### config.mk
export PLATFORM = sky130hd
export DESIGN_NAME = reader_bit_bank
export DESIGN_NICKNAME = d
export VERILOG_FILES = /design/src/shared/reader_bits_pkg.sv /design/src/request_handshake.sv /design/src/reader_bit_bank.sv
export SDC_FILE = /design/constraint.sdc
export NUM_CORES = 1
export LEC_CHECK = 0
export BUFFER_PORTS_ARGS = -buffer_cell sky130_fd_sc_hd__buf_4
export CORE_MARGIN = 2
export CORE_UTILIZATION = 44
export DETAILED_ROUTE_END_ITERATION = 8
export PLACE_DENSITY = 0.75
export RECOVER_POWER = 25
export SETUP_SLACK_MARGIN = 0.4
export SYNTH_ARGS = -nofsm -noshare
export SYNTH_HDL_FRONTEND = slang
export SYNTH_HIERARCHICAL = 1
export SYNTH_SLANG_ARGS = --single-unit
### constraint.sdc
create_clock -name clk -period 4.1 [get_ports clk]
set_clock_uncertainty 0.05 [all_clocks]
set_input_delay 0.82 -clock clk [delete_from_list [all_inputs] [get_ports clk]]
set_output_delay 0.82 -clock clk [all_outputs]
set_load 0.05 [all_outputs]
### src/shared/reader_bits_pkg.sv
// constants for the reader control, acknowledge and status bit bank
package reader_bits_pkg;
  // function codes
  localparam logic [7:0] FC_READ_INPUTS = 8'h02;
  localparam logic [7:0] FC_READ_HOLDING = 8'h03;
  localparam logic [7:0] FC_READ_INPUT_REGS = 8'h04;
  localparam logic [7:0] FC_WRITE_COIL = 8'h05;
  localparam logic [7:0] FC_WRITE_REG = 8'h06;
  // exception answers
  localparam logic [7:0] EXC_NONE = 8'h00;
  localparam logic [7:0] EXC_FUNCTION = 8'h01;
  localparam logic [7:0] EXC_ADDRESS = 8'h02;
  localparam logic [7:0] EXC_VALUE = 8'h03;
  // coil values
  localparam logic [15:0] COIL_ON = 16'hFF00;
  localparam logic [15:0] COIL_OFF = 16'h0000;
  // register, coil and discrete input numbers
  localparam logic [15:0] CONTROL_REQUEST_WORD = 16'h0001;
  localparam logic [15:0] REQUEST_ACKNOWLEDGE_WORD = 16'h03E9;
  localparam logic [15:0] READER_STATUS_WORD = 16'h03EA;
  localparam logic [15:0] INREG_ACK = 16'h0001;
  localparam logic [15:0] INREG_STATUS = 16'h0002;
  localparam logic [15:0] COIL_FIRST = 16'h0001;
  localparam logic [15:0] COIL_LAST = 16'h0010;
  localparam logic [15:0] DIN_ACK_FIRST = 16'h0001;
  localparam logic [15:0] DIN_STATUS_FIRST = 16'h0011;
  localparam logic [15:0] DIN_LAST = 16'h0020;
  // message array words
  localparam logic [7:0] MSG_W_CONTROL = 8'h00;
  localparam logic [7:0] MSG_W_PRODUCT_LO = 8'h01;
  localparam logic [7:0] MSG_W_PRODUCT_HI = 8'h02;
  localparam logic [7:0] MSG_R_ACK = 8'h00;
  localparam logic [7:0] MSG_R_STATUS = 8'h01;
  localparam logic [7:0] MSG_R_ERROR_LO = 8'h02;
  localparam logic [7:0] MSG_R_ERROR_HI = 8'h03;
  // control bit positions
  localparam int BIT_PRODUCT = 0;
  localparam int BIT_LEARN = 1;
  localparam int BIT_TRIGGER = 2;
  localparam int BIT_WINDOW = 3;
  localparam int BIT_TEXT = 5;
  localparam int BIT_MASK = 6;
  localparam int BIT_COMMAND = 15;
  localparam logic [15:0] CONTROL_DEFINED = 16'h806F;
  // status bit positions
  localparam int ST_READY = 0;
  localparam int ST_VERDICT = 1;
  localparam int ST_DECODED = 2;
  localparam int ST_READY_LATCH = 3;
  localparam int ST_OUT1 = 5;
  localparam int ST_OUT2 = 6;
  localparam int ST_OUT3 = 7;
  localparam int ST_OVERRUN = 12;
  localparam int ST_LEARN_FAULT = 13;
  localparam int ST_SYSTEM_FAULT = 14;
  localparam int ST_COMMAND_FAULT = 15;
  // reset values
  localparam logic [15:0] CONTROL_RESET = 16'h0000;
  localparam logic [31:0] PRODUCT_RESET = 32'h0000_0000;
endpackage

### src/request_handshake.sv
// one request bit: edge detect, action pulse and acknowledge
`timescale 1ns/1ps
module request_handshake (
  input wire logic clk,
  input wire logic rst_n,
  input wire logic request,
  output logic ack,
  output logic action
);
  logic seen;
  logic next_seen;
  logic next_ack;
  logic next_action;

  always_comb begin
    next_seen = request;
    next_action = request & ~seen;
    // ack follows a fresh request, drops once the request is gone
    if (!request) begin
      next_ack = 1'b0;
    end else if (!seen) begin
      next_ack = 1'b1;
    end else begin
      next_ack = ack;
    end
  end

  always_ff @(posedge clk or negedge rst_n) begin
    if (!rst_n) begin
      seen <= 1'b0;
      ack <= 1'b0;
      action <= 1'b0;
    end else begin
      seen <= next_seen;
      ack <= next_ack;
      action <= next_action;
    end
  end
endmodule // request_handshake

### src/reader_bit_bank.sv
// control, acknowledge and status bit bank with modbus and message access
`timescale 1ns/1ps
module reader_bit_bank
  import reader_bits_pkg::*;
(
  input wire logic clk,
  input wire logic resetn,
  input wire logic mb_valid,
  input wire logic [7:0] mb_func,
  input wire logic [15:0] mb_addr,
  input wire logic [15:0] mb_wdata,
  output logic mb_rsp_valid,
  output logic [15:0] mb_rsp_data,
  output logic [7:0] mb_rsp_exception,
  input wire logic msg_valid,
  input wire logic msg_write,
  input wire logic [7:0] msg_word,
  input wire logic [15:0] msg_wdata,
  output logic msg_rsp_valid,
  output logic [15:0] msg_rdata,
  input wire logic ready,
  input wire logic verdict_pass,
  input wire logic code_decoded,
  input wire logic [2:0] discrete_out,
  input wire logic trigger_overrun,
  input wire logic learn_fault,
  input wire logic system_fault,
  input wire logic command_fault,
  input wire logic [31:0] error_code,
  output logic [15:0] action_pulse,
  output logic [31:0] product_number
);
  // ==========================================================
  // reset release
  logic rst_meta;
  logic rst_n;
  always_ff @(posedge clk or negedge resetn) begin
    if (!resetn) begin
      rst_meta <= 1'b0;
      rst_n <= 1'b0;
    end else begin
      rst_meta <= 1'b1;
      rst_n <= rst_meta;
    end
  end

  // ==========================================================
  // control word and request handshakes
  logic [15:0] control;
  logic [15:0] ack;
  logic [15:0] status;
  logic ready_latch;

  for (genvar i = 0; i < 16; i++) begin : g_bit
    if (CONTROL_DEFINED[i]) begin : g_used
      request_handshake u_hs (
        .clk(clk),
        .rst_n(rst_n),
        .request(control[i]),
        .ack(ack[i]),
        .action(action_pulse[i])
      );
    end else begin : g_resv
      // reserved positions never acknowledge
      assign ack[i] = 1'b0;
      assign action_pulse[i] = 1'b0;
    end
  end

  // ==========================================================
  // status word
  always_comb begin
    status = 16'h0000;
    status[ST_READY] = ready;
    status[ST_VERDICT] = verdict_pass;
    status[ST_DECODED] = code_decoded;
    status[ST_READY_LATCH] = ready_latch;
    status[ST_OUT1] = discrete_out[0];
    status[ST_OUT2] = discrete_out[1];
    status[ST_OUT3] = discrete_out[2];
    status[ST_OVERRUN] = trigger_overrun;
    status[ST_LEARN_FAULT] = learn_fault;
    status[ST_SYSTEM_FAULT] = system_fault;
    status[ST_COMMAND_FAULT] = command_fault;
  end

  // ==========================================================
  // modbus access
  logic [15:0] next_control;
  logic [31:0] next_product;
  logic next_ready_latch;
  logic next_mb_rsp_valid;
  logic [15:0] next_mb_rsp_data;
  logic [7:0] next_mb_rsp_exception;
  logic next_msg_rsp_valid;
  logic [15:0] next_msg_rdata;
  logic [31:0] din_all;
  logic [15:0] coil_idx;
  logic [15:0] din_idx;
  logic mb_writes;

  assign din_all = {status, ack};
  assign coil_idx = mb_addr - COIL_FIRST;
  assign din_idx = mb_addr - DIN_ACK_FIRST;

  always_comb begin
    next_control = control;
    next_mb_rsp_valid = mb_valid;
    next_mb_rsp_data = 16'h0000;
    next_mb_rsp_exception = EXC_NONE;
    mb_writes = 1'b0;
    if (mb_valid) begin
      case (mb_func)
        FC_WRITE_REG: begin
          if (mb_addr == CONTROL_REQUEST_WORD) begin
            next_control = mb_wdata;
            next_mb_rsp_data = mb_wdata;
            mb_writes = 1'b1;
          end else begin
            next_mb_rsp_exception = EXC_ADDRESS;
          end
        end
        FC_WRITE_COIL: begin
          if (mb_addr < COIL_FIRST || mb_addr > COIL_LAST) begin
            next_mb_rsp_exception = EXC_ADDRESS;
          end else if (mb_wdata != COIL_ON && mb_wdata != COIL_OFF) begin
            next_mb_rsp_exception = EXC_VALUE;
          end else begin
            next_control[coil_idx[3:0]] = (mb_wdata == COIL_ON);
            next_mb_rsp_data = mb_wdata;
            mb_writes = 1'b1;
          end
        end
        FC_READ_HOLDING: begin
          if (mb_addr == CONTROL_REQUEST_WORD) begin
            next_mb_rsp_data = control;
          end else if (mb_addr == REQUEST_ACKNOWLEDGE_WORD) begin
            next_mb_rsp_data = ack;
          end else if (mb_addr == READER_STATUS_WORD) begin
            next_mb_rsp_data = status;
          end else begin
            next_mb_rsp_exception = EXC_ADDRESS;
          end
        end
        FC_READ_INPUT_REGS: begin
          if (mb_addr == INREG_ACK) begin
            next_mb_rsp_data = ack;
          end else if (mb_addr == INREG_STATUS) begin
            next_mb_rsp_data = status;
          end else begin
            next_mb_rsp_exception = EXC_ADDRESS;
          end
        end
        FC_READ_INPUTS: begin
          if (mb_addr < DIN_ACK_FIRST || mb_addr > DIN_LAST) begin
            next_mb_rsp_exception = EXC_ADDRESS;
          end else begin
            next_mb_rsp_data = {15'h0000, din_all[din_idx[4:0]]};
          end
        end
        default: next_mb_rsp_exception = EXC_FUNCTION;
      endcase
    end
    if (msg_valid && msg_write && msg_word == MSG_W_CONTROL && !mb_writes) begin
      next_control = msg_wdata;
    end
  end

  // ==========================================================
  // explicit message arrays; a modbus write in the same cycle wins the control word
  always_comb begin
    next_product = product_number;
    next_msg_rsp_valid = msg_valid;
    next_msg_rdata = 16'h0000;
    if (msg_valid && msg_write) begin
      if (msg_word == MSG_W_PRODUCT_LO) begin
        next_product[15:0] = msg_wdata;
      end else if (msg_word == MSG_W_PRODUCT_HI) begin
        next_product[31:16] = msg_wdata;
      end
      next_msg_rdata = msg_wdata;
    end else if (msg_valid) begin
      if (msg_word == MSG_R_ACK) begin
        next_msg_rdata = ack;
      end else if (msg_word == MSG_R_STATUS) begin
        next_msg_rdata = status;
      end else if (msg_word == MSG_R_ERROR_LO) begin
        next_msg_rdata = error_code[15:0];
      end else if (msg_word == MSG_R_ERROR_HI) begin
        next_msg_rdata = error_code[31:16];
      end
    end
  end

  // sticky ready: a new trigger clears it, a ready in the same cycle keeps it set
  always_comb begin
    next_ready_latch = ready_latch;
    if (action_pulse[BIT_TRIGGER]) begin
      next_ready_latch = 1'b0;
    end
    if (ready) begin
      next_ready_latch = 1'b1;
    end
  end

  always_ff @(posedge clk or negedge rst_n) begin
    if (!rst_n) begin
      control <= CONTROL_RESET;
      product_number <= PRODUCT_RESET;
      ready_latch <= 1'b0;
      mb_rsp_valid <= 1'b0;
      mb_rsp_data <= 16'h0000;
      mb_rsp_exception <= EXC_NONE;
      msg_rsp_valid <= 1'b0;
      msg_rdata <= 16'h0000;
    end else begin
      control <= next_control;
      product_number <= next_product;
      ready_latch <= next_ready_latch;
      mb_rsp_valid <= next_mb_rsp_valid;
      mb_rsp_data <= next_mb_rsp_data;
      mb_rsp_exception <= next_mb_rsp_exception;
      msg_rsp_valid <= next_msg_rsp_valid;
      msg_rdata <= next_msg_rdata;
    end
  end

  // ==========================================================
  // assertions
  property p_reg_write;
    @(posedge clk) disable iff (!rst_n)
    (mb_valid && mb_func == FC_WRITE_REG && mb_addr == CONTROL_REQUEST_WORD)
      |=> (control == $past(mb_wdata) && mb_rsp_valid && mb_rsp_exception == EXC_NONE);
  endproperty
  a_reg_write: assert property (p_reg_write) else $error("control word write lost");

  property p_coil_write;
    @(posedge clk) disable iff (!rst_n)
    (mb_valid && mb_func == FC_WRITE_COIL && mb_addr >= COIL_FIRST && mb_addr <= COIL_LAST
      && mb_wdata == COIL_ON) |=> control[$past(coil_idx[3:0])];
  endproperty
  a_coil_write: assert property (p_coil_write) else $error("coil write did not set its bit");

  property p_ack_rise;
    @(posedge clk) disable iff (!rst_n)
    $rose(control[BIT_TRIGGER]) |=> ack[BIT_TRIGGER] ##0 action_pulse[BIT_TRIGGER] ##1
      !action_pulse[BIT_TRIGGER];
  endproperty
  a_ack_rise: assert property (p_ack_rise) else $error("trigger not acknowledged");

  property p_ack_clear;
    @(posedge clk) disable iff (!rst_n)
    !control[BIT_COMMAND] |=> !ack[BIT_COMMAND];
  endproperty
  a_ack_clear: assert property (p_ack_clear) else $error("command ack stuck high");

  property p_ack_reserved;
    @(posedge clk) disable iff (!rst_n)
    (ack & ~CONTROL_DEFINED) == 16'h0000 && (ack & ~$past(control)) == 16'h0000;
  endproperty
  a_ack_reserved: assert property (p_ack_reserved) else $error("ack without request");

  property p_ack_read;
    @(posedge clk) disable iff (!rst_n)
    (mb_valid && mb_func == FC_READ_INPUT_REGS && mb_addr == INREG_ACK)
      |=> mb_rsp_data == $past(ack);
  endproperty
  a_ack_read: assert property (p_ack_read) else $error("ack register read wrong");

  property p_din_read;
    @(posedge clk) disable iff (!rst_n)
    (mb_valid && mb_func == FC_READ_INPUTS && mb_addr == 16'h0001)
      |=> mb_rsp_data == {15'h0000, $past(ack[0])};
  endproperty
  a_din_read: assert property (p_din_read) else $error("discrete input 1 wrong");

  property p_status_read;
    @(posedge clk) disable iff (!rst_n)
    (mb_valid && mb_func == FC_READ_HOLDING && mb_addr == READER_STATUS_WORD)
      |=> (mb_rsp_data == $past(status) && mb_rsp_data[4] == 1'b0 && mb_rsp_data[11:8] == 4'h0);
  endproperty
  a_status_read: assert property (p_status_read) else $error("status read wrong");

  property p_status_bits;
    @(posedge clk) disable iff (!rst_n)
    (mb_valid && mb_func == FC_READ_INPUT_REGS && mb_addr == INREG_STATUS)
      |=> (mb_rsp_data[ST_OVERRUN] == $past(trigger_overrun)
        && mb_rsp_data[ST_OUT3] == $past(discrete_out[2]));
  endproperty
  a_status_bits: assert property (p_status_bits) else $error("status bit placement wrong");

  property p_msg_read;
    @(posedge clk) disable iff (!rst_n)
    (msg_valid && !msg_write && msg_word == MSG_R_STATUS) |=> msg_rdata == $past(status);
  endproperty
  a_msg_read: assert property (p_msg_read) else $error("message status read wrong");
endmodule // reader_bit_bank

# After elaboration in Yosys (flattened, before gate mapping)
# Index checks and enable logic that the tools add are counted.
# totals
inputBits	111
romBits	0
regBits	114
ramBits	0
wordCells	154
latchBits	0
mem_count	0
# op_classes
addsub	1
magnitude_cmp	6
div	0
mul	0
eq_ne	24
n_reduce_logical	16
bitwise	15
shift	0
n_mux	60
# ops
op	n
$mux 16	20
$pmux 16 s5	1
$pmux 8 s5	1
$eq 16x10->1 const B	2
$eq 8x2->1 const B	4
$pmux 16 s2	1
$eq 8x3->1 const B	3
$mux 1	23
$mux 2	9
$bwmux 16	1
$eq 16x1->1 const B	1
$eq 16x16->1 const B	1
$eq 16x2->1 const B	1
$gt 16x5->1 const B	1
$gt 16x6->1 const B	1
$lt 16x1->1 const B	1
$ne 16x16->1 const B	1
$reduce_bool 16->1	1
$ne 2x2->1 const B	7
$ne 3x3->1 const B	3
$eq 8x1->1 const B	1
$logic_not 8->1	1
$mux 8	1
$not 1->1	8
16 further kinds	28

# Logic depth before layout (Yosys ltp)
# Gate-level depths: netlist (run 1).
# logic_depth
depth_word	11
ltp_mapped	10
mapped_depth_nobuf	8

# By module
# The synthesis (run 1) kept the hierarchy.
# by_module_without_submodules
module	area_per_inst_um2	cells_each	seq_area_each_um2	n_inst
reader_bit_bank	5272.6	522	2177.1	1
request_handshake	92.6	6	75.1	7

# Worst setup path before layout (run 1)
# Ideal clock, no wire load.
# synth_timing
kind	input port to flip-flop
startpoint	input mb_addr[0]
endpoint	register mb_rsp_data[0]
path_buffers	2
setup_slack_ps	836
cell_stages	10
arrival_ps	3130
path_cell_list	buf_1 -> inv_1 -> ha_1 -> clkbuf_1 -> nor4b_1 -> xor2_1 -> nor4_1 -> or4b_2 -> a211o_1 -> a31oi_1
# synth_between
elab_chain_cells	6
# synth_lines
element	line_no	source
start: declaration	reader_bit_bank.sv:10	input wire logic [15:0] mb_addr,
$sub 5x1->5 / $eq 16x10->1 (equally long branches)	reader_bit_bank.sv:104, reader_bit_bank.sv:139	
$bmux 1 s5 / $mux 16 (equally long branches)	reader_bit_bank.sv:158, reader_bit_bank.sv:139	
$mux 1 (not written as such) / $mux 16 (equally long branches)	reader_bit_bank.sv:158, reader_bit_bank.sv:137	
$mux 1 / $mux 16 (equally long branches)	reader_bit_bank.sv:155, reader_bit_bank.sv:135	
$pmux 16 s5 (*)	reader_bit_bank.sv:113	case (mb_func)
$mux 16 (*)	reader_bit_bank.sv:112	if (mb_valid) begin
named net next_mb_rsp_data[0]	reader_bit_bank.sv:93	logic [15:0] next_mb_rsp_data;
end signal: assignment	reader_bit_bank.sv:221	mb_rsp_data <= next_mb_rsp_data;
end: declaration	reader_bit_bank.sv:13	output logic [15:0] mb_rsp_data,
# The timed path passes the listed nets; every way through them passes the cells marked *. The select of a mux whose other input is x is not followed.
# A chain may end at the register's enable or synchronous reset.

# Worst setup path after layout (run 1)
# layout_timing
startpoint	input mb_func[5]
endpoint	register control[12]
# layout_between
elab_chain_cells	7
# layout_lines
element	line_no	source
start: declaration	reader_bit_bank.sv:9	input wire logic [7:0] mb_func,
$eq 8x3->1	reader_bit_bank.sv:113	
$pmux 1 s2	reader_bit_bank.sv:113	
$mux 1	reader_bit_bank.sv:112	
$logic_not 1->1	reader_bit_bank.sv:164	if (msg_valid && msg_write && msg_word == MSG_W_CONTROL && !mb_writes) begin
$logic_and 1x1->1	reader_bit_bank.sv:164	
$ne 3x3->1 (no source line) (tied with other cells)	n/a	
$reduce_and 5->1 (no source line)	n/a	
end signal: assignment	reader_bit_bank.sv:217	control <= next_control;
end: declaration	reader_bit_bank.sv:49	logic [15:0] control;
# Parallel ways exist; a longest one is shown, timed or not. The select of a mux whose other input is x is not followed.

==> flow_summary.yaml, run 1 <==
run_status:
  status: "finished with violations"
  violations: "max-capacitance violations, max-slew violations"
finish:
  postLayoutCoreUtil_pct: 58.3
  drive_gt1_share_pct: 36.5
  diodes: 0
  instances_no_fill: 918
  area_delta_synth_final_pct: 29.9
  fin_area_um2: 7690
  final_nets: 853
synthesis:
  yosys_warnings: 6
  synth.avg_cell_area_um2: 10.5
  synthArstFlopShare_pct: 100
  yosysTopAreaCellShare_pct: 45.6
  synth-seq-area-share_pct: 45.6
  yosys-top-cells-area: "dfrtp_1 46%, mux2_2 9.1%, nand2_1 3.8%"
  ys.flop_type: "dfrtp_1"
  yosys.area.top_type: "dfrtp_1"
  synth_area_um2: 5920
  yosysUniqueCellTypes: 60
  ys_ff_latch: 108
  synth-edff-count: 0
  syn_inst: 564
setup_path:
  r2r_slack_ns: 1.37
  cp-end-kind: "register"
  startpoint_type: "input port"
  crit_path_max_fanout: 14
  required_ns: 4.26
  crit_arrival_ns: 3.47
  crit_type: "in2reg"
pwr:
  cell_internal_pwr_mw: 1.72
  clkPwrFrac_pct: 36.5
  ir_worst_vdd_mv: 0.162
  switching_share_pct: 28.2
  p_total_mw: 2.40
  pwr-share-comb_pct: 16.7
  p_leak_nw: 3.69
  power_density_nw_per_um2: 311
  p_sw_uw: 676
  seq_power_share_pct: 46.8
timing:
  worstMarginPinSlew_ns: 2.40
  slew_violations: 61
  grt_setup_unrepaired: "no"
  setup_viol: 0
  relSlewSlack_pct: -60.2
  setup_tns_ns: 0
  fin_crit_ns: 3.30
  finalHoldViolations: 0
  fin_crit_sh_pct: 80.6
  layout_setup_ws_ns: 0.796
  max_freq_ghz: 0.303
  holdWs_ns: 0.183
floorplan:
  fp.coreArea_um2: 13200
  top_level_ports: 201
  initial_core_util_pct: 44.9
  row_count: 42
  fp.dieW_um: 120
  die_h_um: 120
  die_area_um2: 14400
detailed_routing:
  ant_nets: 0
  vias_per_cell: 6.05
  num_vias: 5553
  wl_per_cell_um: 20.5
  routed_wl_mm: 18.8
  dr.first_iter.drc_count: 581
  drc: 0
  firstDrtPassIters: 7
global_route:
  grt_pass1_wl_mm: 28.9
  grt_pass1_vias: 5396
  overflow: 0
  grtUsageTotal_pct: 25.6
  antenna_found_initial: 0
  grt_max_degree: 61
cts:
  cts_tree: "yes"
  clkTransAtPathRegs_ns: 0.07
  clock-sinks: 108
  cts_setup_buffers: 0
  cts_buffers: 9
  post_cts_resized: 0
  clock_path_buffers: 2
  cts-root-buf: "clkbuf_16"
  cts_max_level: 3
  postCtsHoldBufs: 0
  insertion_delay_ns: 0.35
place:
  dp_slack_ns: 0.459
  dp_cells: 902
  port_buffers: 185
  post_dp_cell_area_um2: 7420
  place_congestion: 0.899
  hpwl_mm: 14.0
worst_hold_path:
  hp-class: "in2async"
job:
  maxCapViolations: 1
## flip-flops by register name (all words and copies together) (netlist names)
| signal | count |
|---|---|
| product_number | 32 |
| control | 16 |
| mb_rsp_data | 16 |
| msg_rdata | 16 |
| g_bit.g_used.u_hs/ack | 7 |
| g_bit.g_used.u_hs/action | 7 |
| g_bit.g_used.u_hs/seen | 7 |
| mb_rsp_exception | 2 |
| mb_rsp_valid | 1 |
| msg_rsp_valid | 1 |
| ready_latch | 1 |
| rst_meta | 1 |
| rst_n | 1 |
## layout make-up
cell class | count | area [um^2]
Inverter | 17 | 63.8
Timing Repair Buffer | 196 | 1460
Clock inverter | 6 | 62.6
Tap cell | 176 | 220
Clock buffer | 10 | 229
Fill cell | 1160 | 5500
Sequential cell | 108 | 2700
Multi-Input combinational cell | 405 | 2960
## metal layers
| metal | up-vias | global-route usage (%) | wire length [um] |
|---|---|---|---|
| li1 | 2436 | - | - |
| met1 | 2724 | 34.2 | 7400 |
| met2 | 353 | 42.3 | 9320 |
| met3 | 40 | 4.42 | 1710 |
| met4 | 0 | 8.68 | 384 |
| met5 | - | 0 | 0 |
## synthesized netlist by cell type (8+ instances only)
library cell and n:
a21oi_1 10, a222oi_1 10, a22o_1 8, a22oi_1 19
a32oi_1 13, buf_4 16, clkbuf_1 25, dfrtp_1 108
inv_1 17, mux2_2 48, mux2i_1 11, mux4_2 9
nand2_1 60, nor2_1 29, nor2b_1 19, nor3_1 8
o21ai_0 32, o221ai_1 16, or4_1 9
## power groups by stage
stage / clock network (mW) / logic, mW / registers, mW
6_report: 0.876 / 0.400 / 1.12
5_1_grt: 0.919 / 0.422 / 1.13
4_1_cts: 0.885 / 0.399 / 1.12
3_5_place_dp: 0 / 0.397 / 1.14
3_3_place_gp: 0 / 0.390 / 1.14
2_1_floorplan: 0 / 0.162 / 1.20
## critical path: stages
cell and delay, ns:
buf_4 0.10, or4_1 0.60, or4_1 0.68, buf_4 0.27, o41a_1 0.58, o21ai_0 0.26
o221ai_1 0.15
## cells in the final DEF, fill, tap and decap left out, types with 4 or more instances in the layout
cell	synthesis	final
mux4_2	9	9
buf_4	16	192
xor2_1	4	4
a222oi_1	10	10
nor4_1	6	6
o21ai_0	32	32
o221ai_1	16	16
clkbuf_1	25	5
a2bb2oi_1	4	4
dfrtp_1	108	108
clkbuf_16	0	9
nand4_1	4	4
mux2i_1	11	11
nand3_1	7	7
nor3_1	8	8
inv_1	17	17
a22oi_1	19	19
nor4b_1	4	4
ha_1	5	5
nand2_1	60	60
nor2b_1	19	19
a32oi_1	13	13
conb_1	2	16
nor2_1	29	29
a21boi_0	1	8
a21oi_1	10	10
mux2_2	48	48
or4_1	9	9
nor3b_1	4	4
a31oi_1	4	4
a22o_1	8	8
## worst paths after layout
path / depth (start not counted) / endpoint / from
min in group clk: 0 / rst_n$_DFF_PN0_ / rst_meta$_DFF_PN0_
min: 1 / rst_meta$_DFF_PN0_ / resetn
max reg2reg: 1 / msg_rdata[5]$_DFF_PN0_ / rst_n$_DFF_PN0_
min reg2reg: 0 / rst_n$_DFF_PN0_ / rst_meta$_DFF_PN0_
max in group asynchronous: 1 / msg_rdata[5]$_DFF_PN0_ / rst_n$_DFF_PN0_
max: 7 / control[12]$_DFFE_PN0P_ / mb_func[5]
## cell families after synthesis
| group | after synthesis | synth area share [%] |
|---|---|---|
| and+or+nand+nor | 169 | 14.7 |
| AOI/OAI and AO/OA | 141 | 17.9 |
| DFF | 108 | 45.6 |
| muxes | 68 | 14.4 |
| buffers and inverters | 65 | 5.28 |
| xor gates and xnor gates | 6 | 0.888 |
| adders and majority gates | 5 | 1.06 |
| other | 2 | 0.127 |
No activity file was read; power rests on OpenSTA's default activity.
==> run 2: changes to the inputs <==
--- a/config.mk
+++ b/config.mk
@@ -5,11 +5,12 @@
 export SDC_FILE = /design/constraint.sdc
 export NUM_CORES = 1
 export LEC_CHECK = 0
+export ABC_AREA = 1
 export BUFFER_PORTS_ARGS = -buffer_cell sky130_fd_sc_hd__buf_4
 export CORE_MARGIN = 2
 export CORE_UTILIZATION = 44
 export DETAILED_ROUTE_END_ITERATION = 8
-export PLACE_DENSITY = 0.75
+export PLACE_DENSITY = 0.77
 export RECOVER_POWER = 25
 export SETUP_SLACK_MARGIN = 0.4
 export SYNTH_ARGS = -nofsm -noshare
==> constraint.sdc (replaced) <==
create_clock -name clk -period 3 [get_ports clk]
set_clock_uncertainty 0.05 [all_clocks]
set_input_delay 0.6 -clock clk [delete_from_list [all_inputs] [get_ports clk]]
set_output_delay 0.6 -clock clk [all_outputs]
set_load 0.05 [all_outputs]
==> run 2 against run 1 <==
The run still ends with max-capacitance violations, max-slew violations left; non-clock buffer count is 8 higher; wire length rose by 5.0%; synthesized area is 6.3% higher; count of clock-buffer cells in the layout increased by 1; setup slack lost 0.15 ns; critical path type unchanged; largest cell class unchanged.
==> flow_summary.yaml, run 2 <==
run_status:
  status: "finished with violations"
  violations: "max-capacitance violations, max-slew violations"
synthesis:
  synth_compound_area_share_pct: 11.6
  yosys_warnings: 6
  synth_area_um2: 6290
  yosysUniqueCellTypes: 34
  synth-seq-area-share_pct: 43.0
  synthArstFlopShare_pct: 100
  yosysMostFrequentCell: "nand2_1"
  muxShareOfSynthArea_pct: 0
  synth-edff-count: 0
  yosysTopAreaCellShare_pct: 43.0
  synth-simple-area-share_pct: 33.5
  syn_inst: 890
  yosys.area.top_type: "dfrtp_1"
  yosys.area_share.adder_pct: 0.994
  ys_top_cells_by_count: "296 x nand2_1, 108 x dfrtp_1, 99 x inv_1, 88 x nand3_1, 80 x o21ai_0"
  synth_top_family_by_area: "simple AND/OR/NAND/NOR gates"
  yosys-top-cells-area: "dfrtp_1 43%, nand2_1 18%, nand3_1 7.0%"
  synth_xor_area_share_pct: 0.139
  ys.flop_type: "dfrtp_1"
  ys_ff_latch: 108
  synth.avg_cell_area_um2: 7.07
finish:
  largest_reg_flops: 32
  drive_gt1_share_pct: 22.3
  area_delta_synth_final_pct: 29.5
  final_cell_mix: "296 x nand2_1, 197 x buf_4, 108 x dfrtp_1, 99 x inv_1, 88 x nand3_1"
  diodes: 0
  fin_area_um2: 8150
  fillCellCount: 1329
  layout_commonest_cell: "nand2_1"
  postLayoutCoreUtil_pct: 58.5
  final_nets: 1192
  regMostFlops: "product_number"
setup_path:
  r2r_slack_ns: 1.08
  startpoint_type: "input port"
  crit_type: "in2reg"
  cp-end-kind: "register"
  r2r_start: "rst_n$_DFF_PN0_"
  required_ns: 3.20
  timing.rr.end: "product_number[12]$_DFFE_PN0P_"
  crit_path_max_fanout: 13
  r2r_cells: 1
  crit_arrival_ns: 2.55
cts:
  clock_path_buffers: 2
  insertion_delay_ns: 0.35
  cts_setup_buffers: 0
  cts_tree: "yes"
  clkTransAtPathRegs_ns: 0.07
  cts_buffers: 9
  cts_max_level: 3
  cts-root-buf: "clkbuf_16"
  clock-sinks: 108
place:
  post_dp_cell_area_um2: 7840
  place_congestion: 0.957
  hpwl_mm: 15.0
  port_buffers: 185
pwr:
  power_density_nw_per_um2: 428
  ir_worst_vdd_mv: 0.272
  p_leak_nw: 4.38
floorplan:
  die_h_um: 124
  die_area_um2: 15300
  initial_core_util_pct: 45.2
  fp.dieW_um: 124
  top_level_ports: 201
  row_count: 43
  fp.coreArea_um2: 13900
worst_hold_path:
  hp-class: "reg2reg"
  holdPathEnd: "rst_n$_DFF_PN0_"
  min-delay-start: "rst_meta$_DFF_PN0_"
  hold_path_depth: 0
detailed_routing:
  num_vias: 6476
  dr.first_iter.drc_count: 655
  vias_per_cell: 5.14
  firstDrtPassIters: 5
  wl_per_cell_um: 15.7
  drc: 0
  routed_wl_mm: 19.7
  ant_nets: 0
timing:
  grt_setup_unrepaired: "no"
  fin_crit_ns: 2.35
  holdWs_ns: 0.306
  worstMarginPinSlew_ns: 1.78
  slew_violations: 43
  setup_viol: 0
  relSlewSlack_pct: -18.5
  max_freq_ghz: 0.425
  setup_tns_ns: 0
  finalHoldViolations: 0
  fin_crit_sh_pct: 78.4
global_route:
  grt_pass1_vias: 5796
  grt_max_degree: 65
  grtUsageTotal_pct: 25.6
  grt_pass1_wl_mm: 29.9
  overflow: 0
  antenna_found_initial: 0
job:
  maxCapViolations: 1
-- run 2: logic make-up after synthesis --
family,after synthesis
other cells,2
compound gates,130
fa+ha+maj,5
flops,108
buf+inv,149
simple gates,495
xor+xnor,1
-- run 2: timing repair --
item | CTS | global route
endpoints found under the setup margin | 0 | 2
endpoints found under the hold margin | 2 | 0
hold buffers | 1 | 0
resized for setup | 0 | 1
-- run 2: cell type report --
class                   instances  area [um^2]  share of cell area [%]
multi-input cells             647         2970                    36.4
flip-flops and latches        108         2700                    33.2
repair buffers                204         1540                    18.8
inverters                     106          398                    4.88
clock buffers                  11          253                    3.10
well taps                     180          225                    2.76
clock inverters                 5         66.3                   0.814
-- run 2: power by group --
part | switching (mW) | internal, mW | leakage [nW]
clock network | 0.571 | 0.704 | 0.154
registers | 0.0670 | 1.54 | 1.47
logic | 0.400 | 0.209 | 2.76
-- run 2: metrics by stage --
stage                     instances  setup slack, ns  power, mW
after floorplan                 904            0.518       1.96
after global placement         1244            0.372       2.23
after detailed placement       1244            0.263       2.24
after CTS                      1261            0.629       3.50
after global routing           1261            0.457       3.62
final                          1261            0.647       3.49
-- run 2: worst max path at each step --
stage	start	endpoint	slack (ns)	cells after the start
finish	mb_addr[0]	mb_rsp_data[14]$_DFF_PN0_	0.65	10
detailed placement	mb_addr[0]	control[3]$_DFFE_PN0P_	0.26	16
global route	mb_addr[0]	control[0]$_DFFE_PN0P_	0.46	16
CTS	mb_addr[0]	control[6]$_DFFE_PN0P_	0.63	16
floorplan	mb_addr[0]	control[6]$_DFFE_PN0P_	0.52	14
global placement	mb_addr[0]	control[15]$_DFFE_PN0P_	0.37	16
-- run 2: layer usage --
layer / GRT usage, % / vias up / share of wire, %
met2: 41.5 / 334 / 46
met1: 35.4 / 2949 / 44
met5: 0 / - / 0
met4: 9.02 / 0 / 1.7
met3: 3.43 / 26 / 8.7
li1: - / 3167 / -
-- run 2: critical path, stage by stage --
cell,delay [ns]
buf_4,0.16
clkinv_1,0.07
buf_4,0.17
ha_1,0.20
inv_1,0.05
nor2_1,0.14
nand3_1,0.30
o22ai_1,0.48
nand3_1,0.14
a31oi_1,0.24
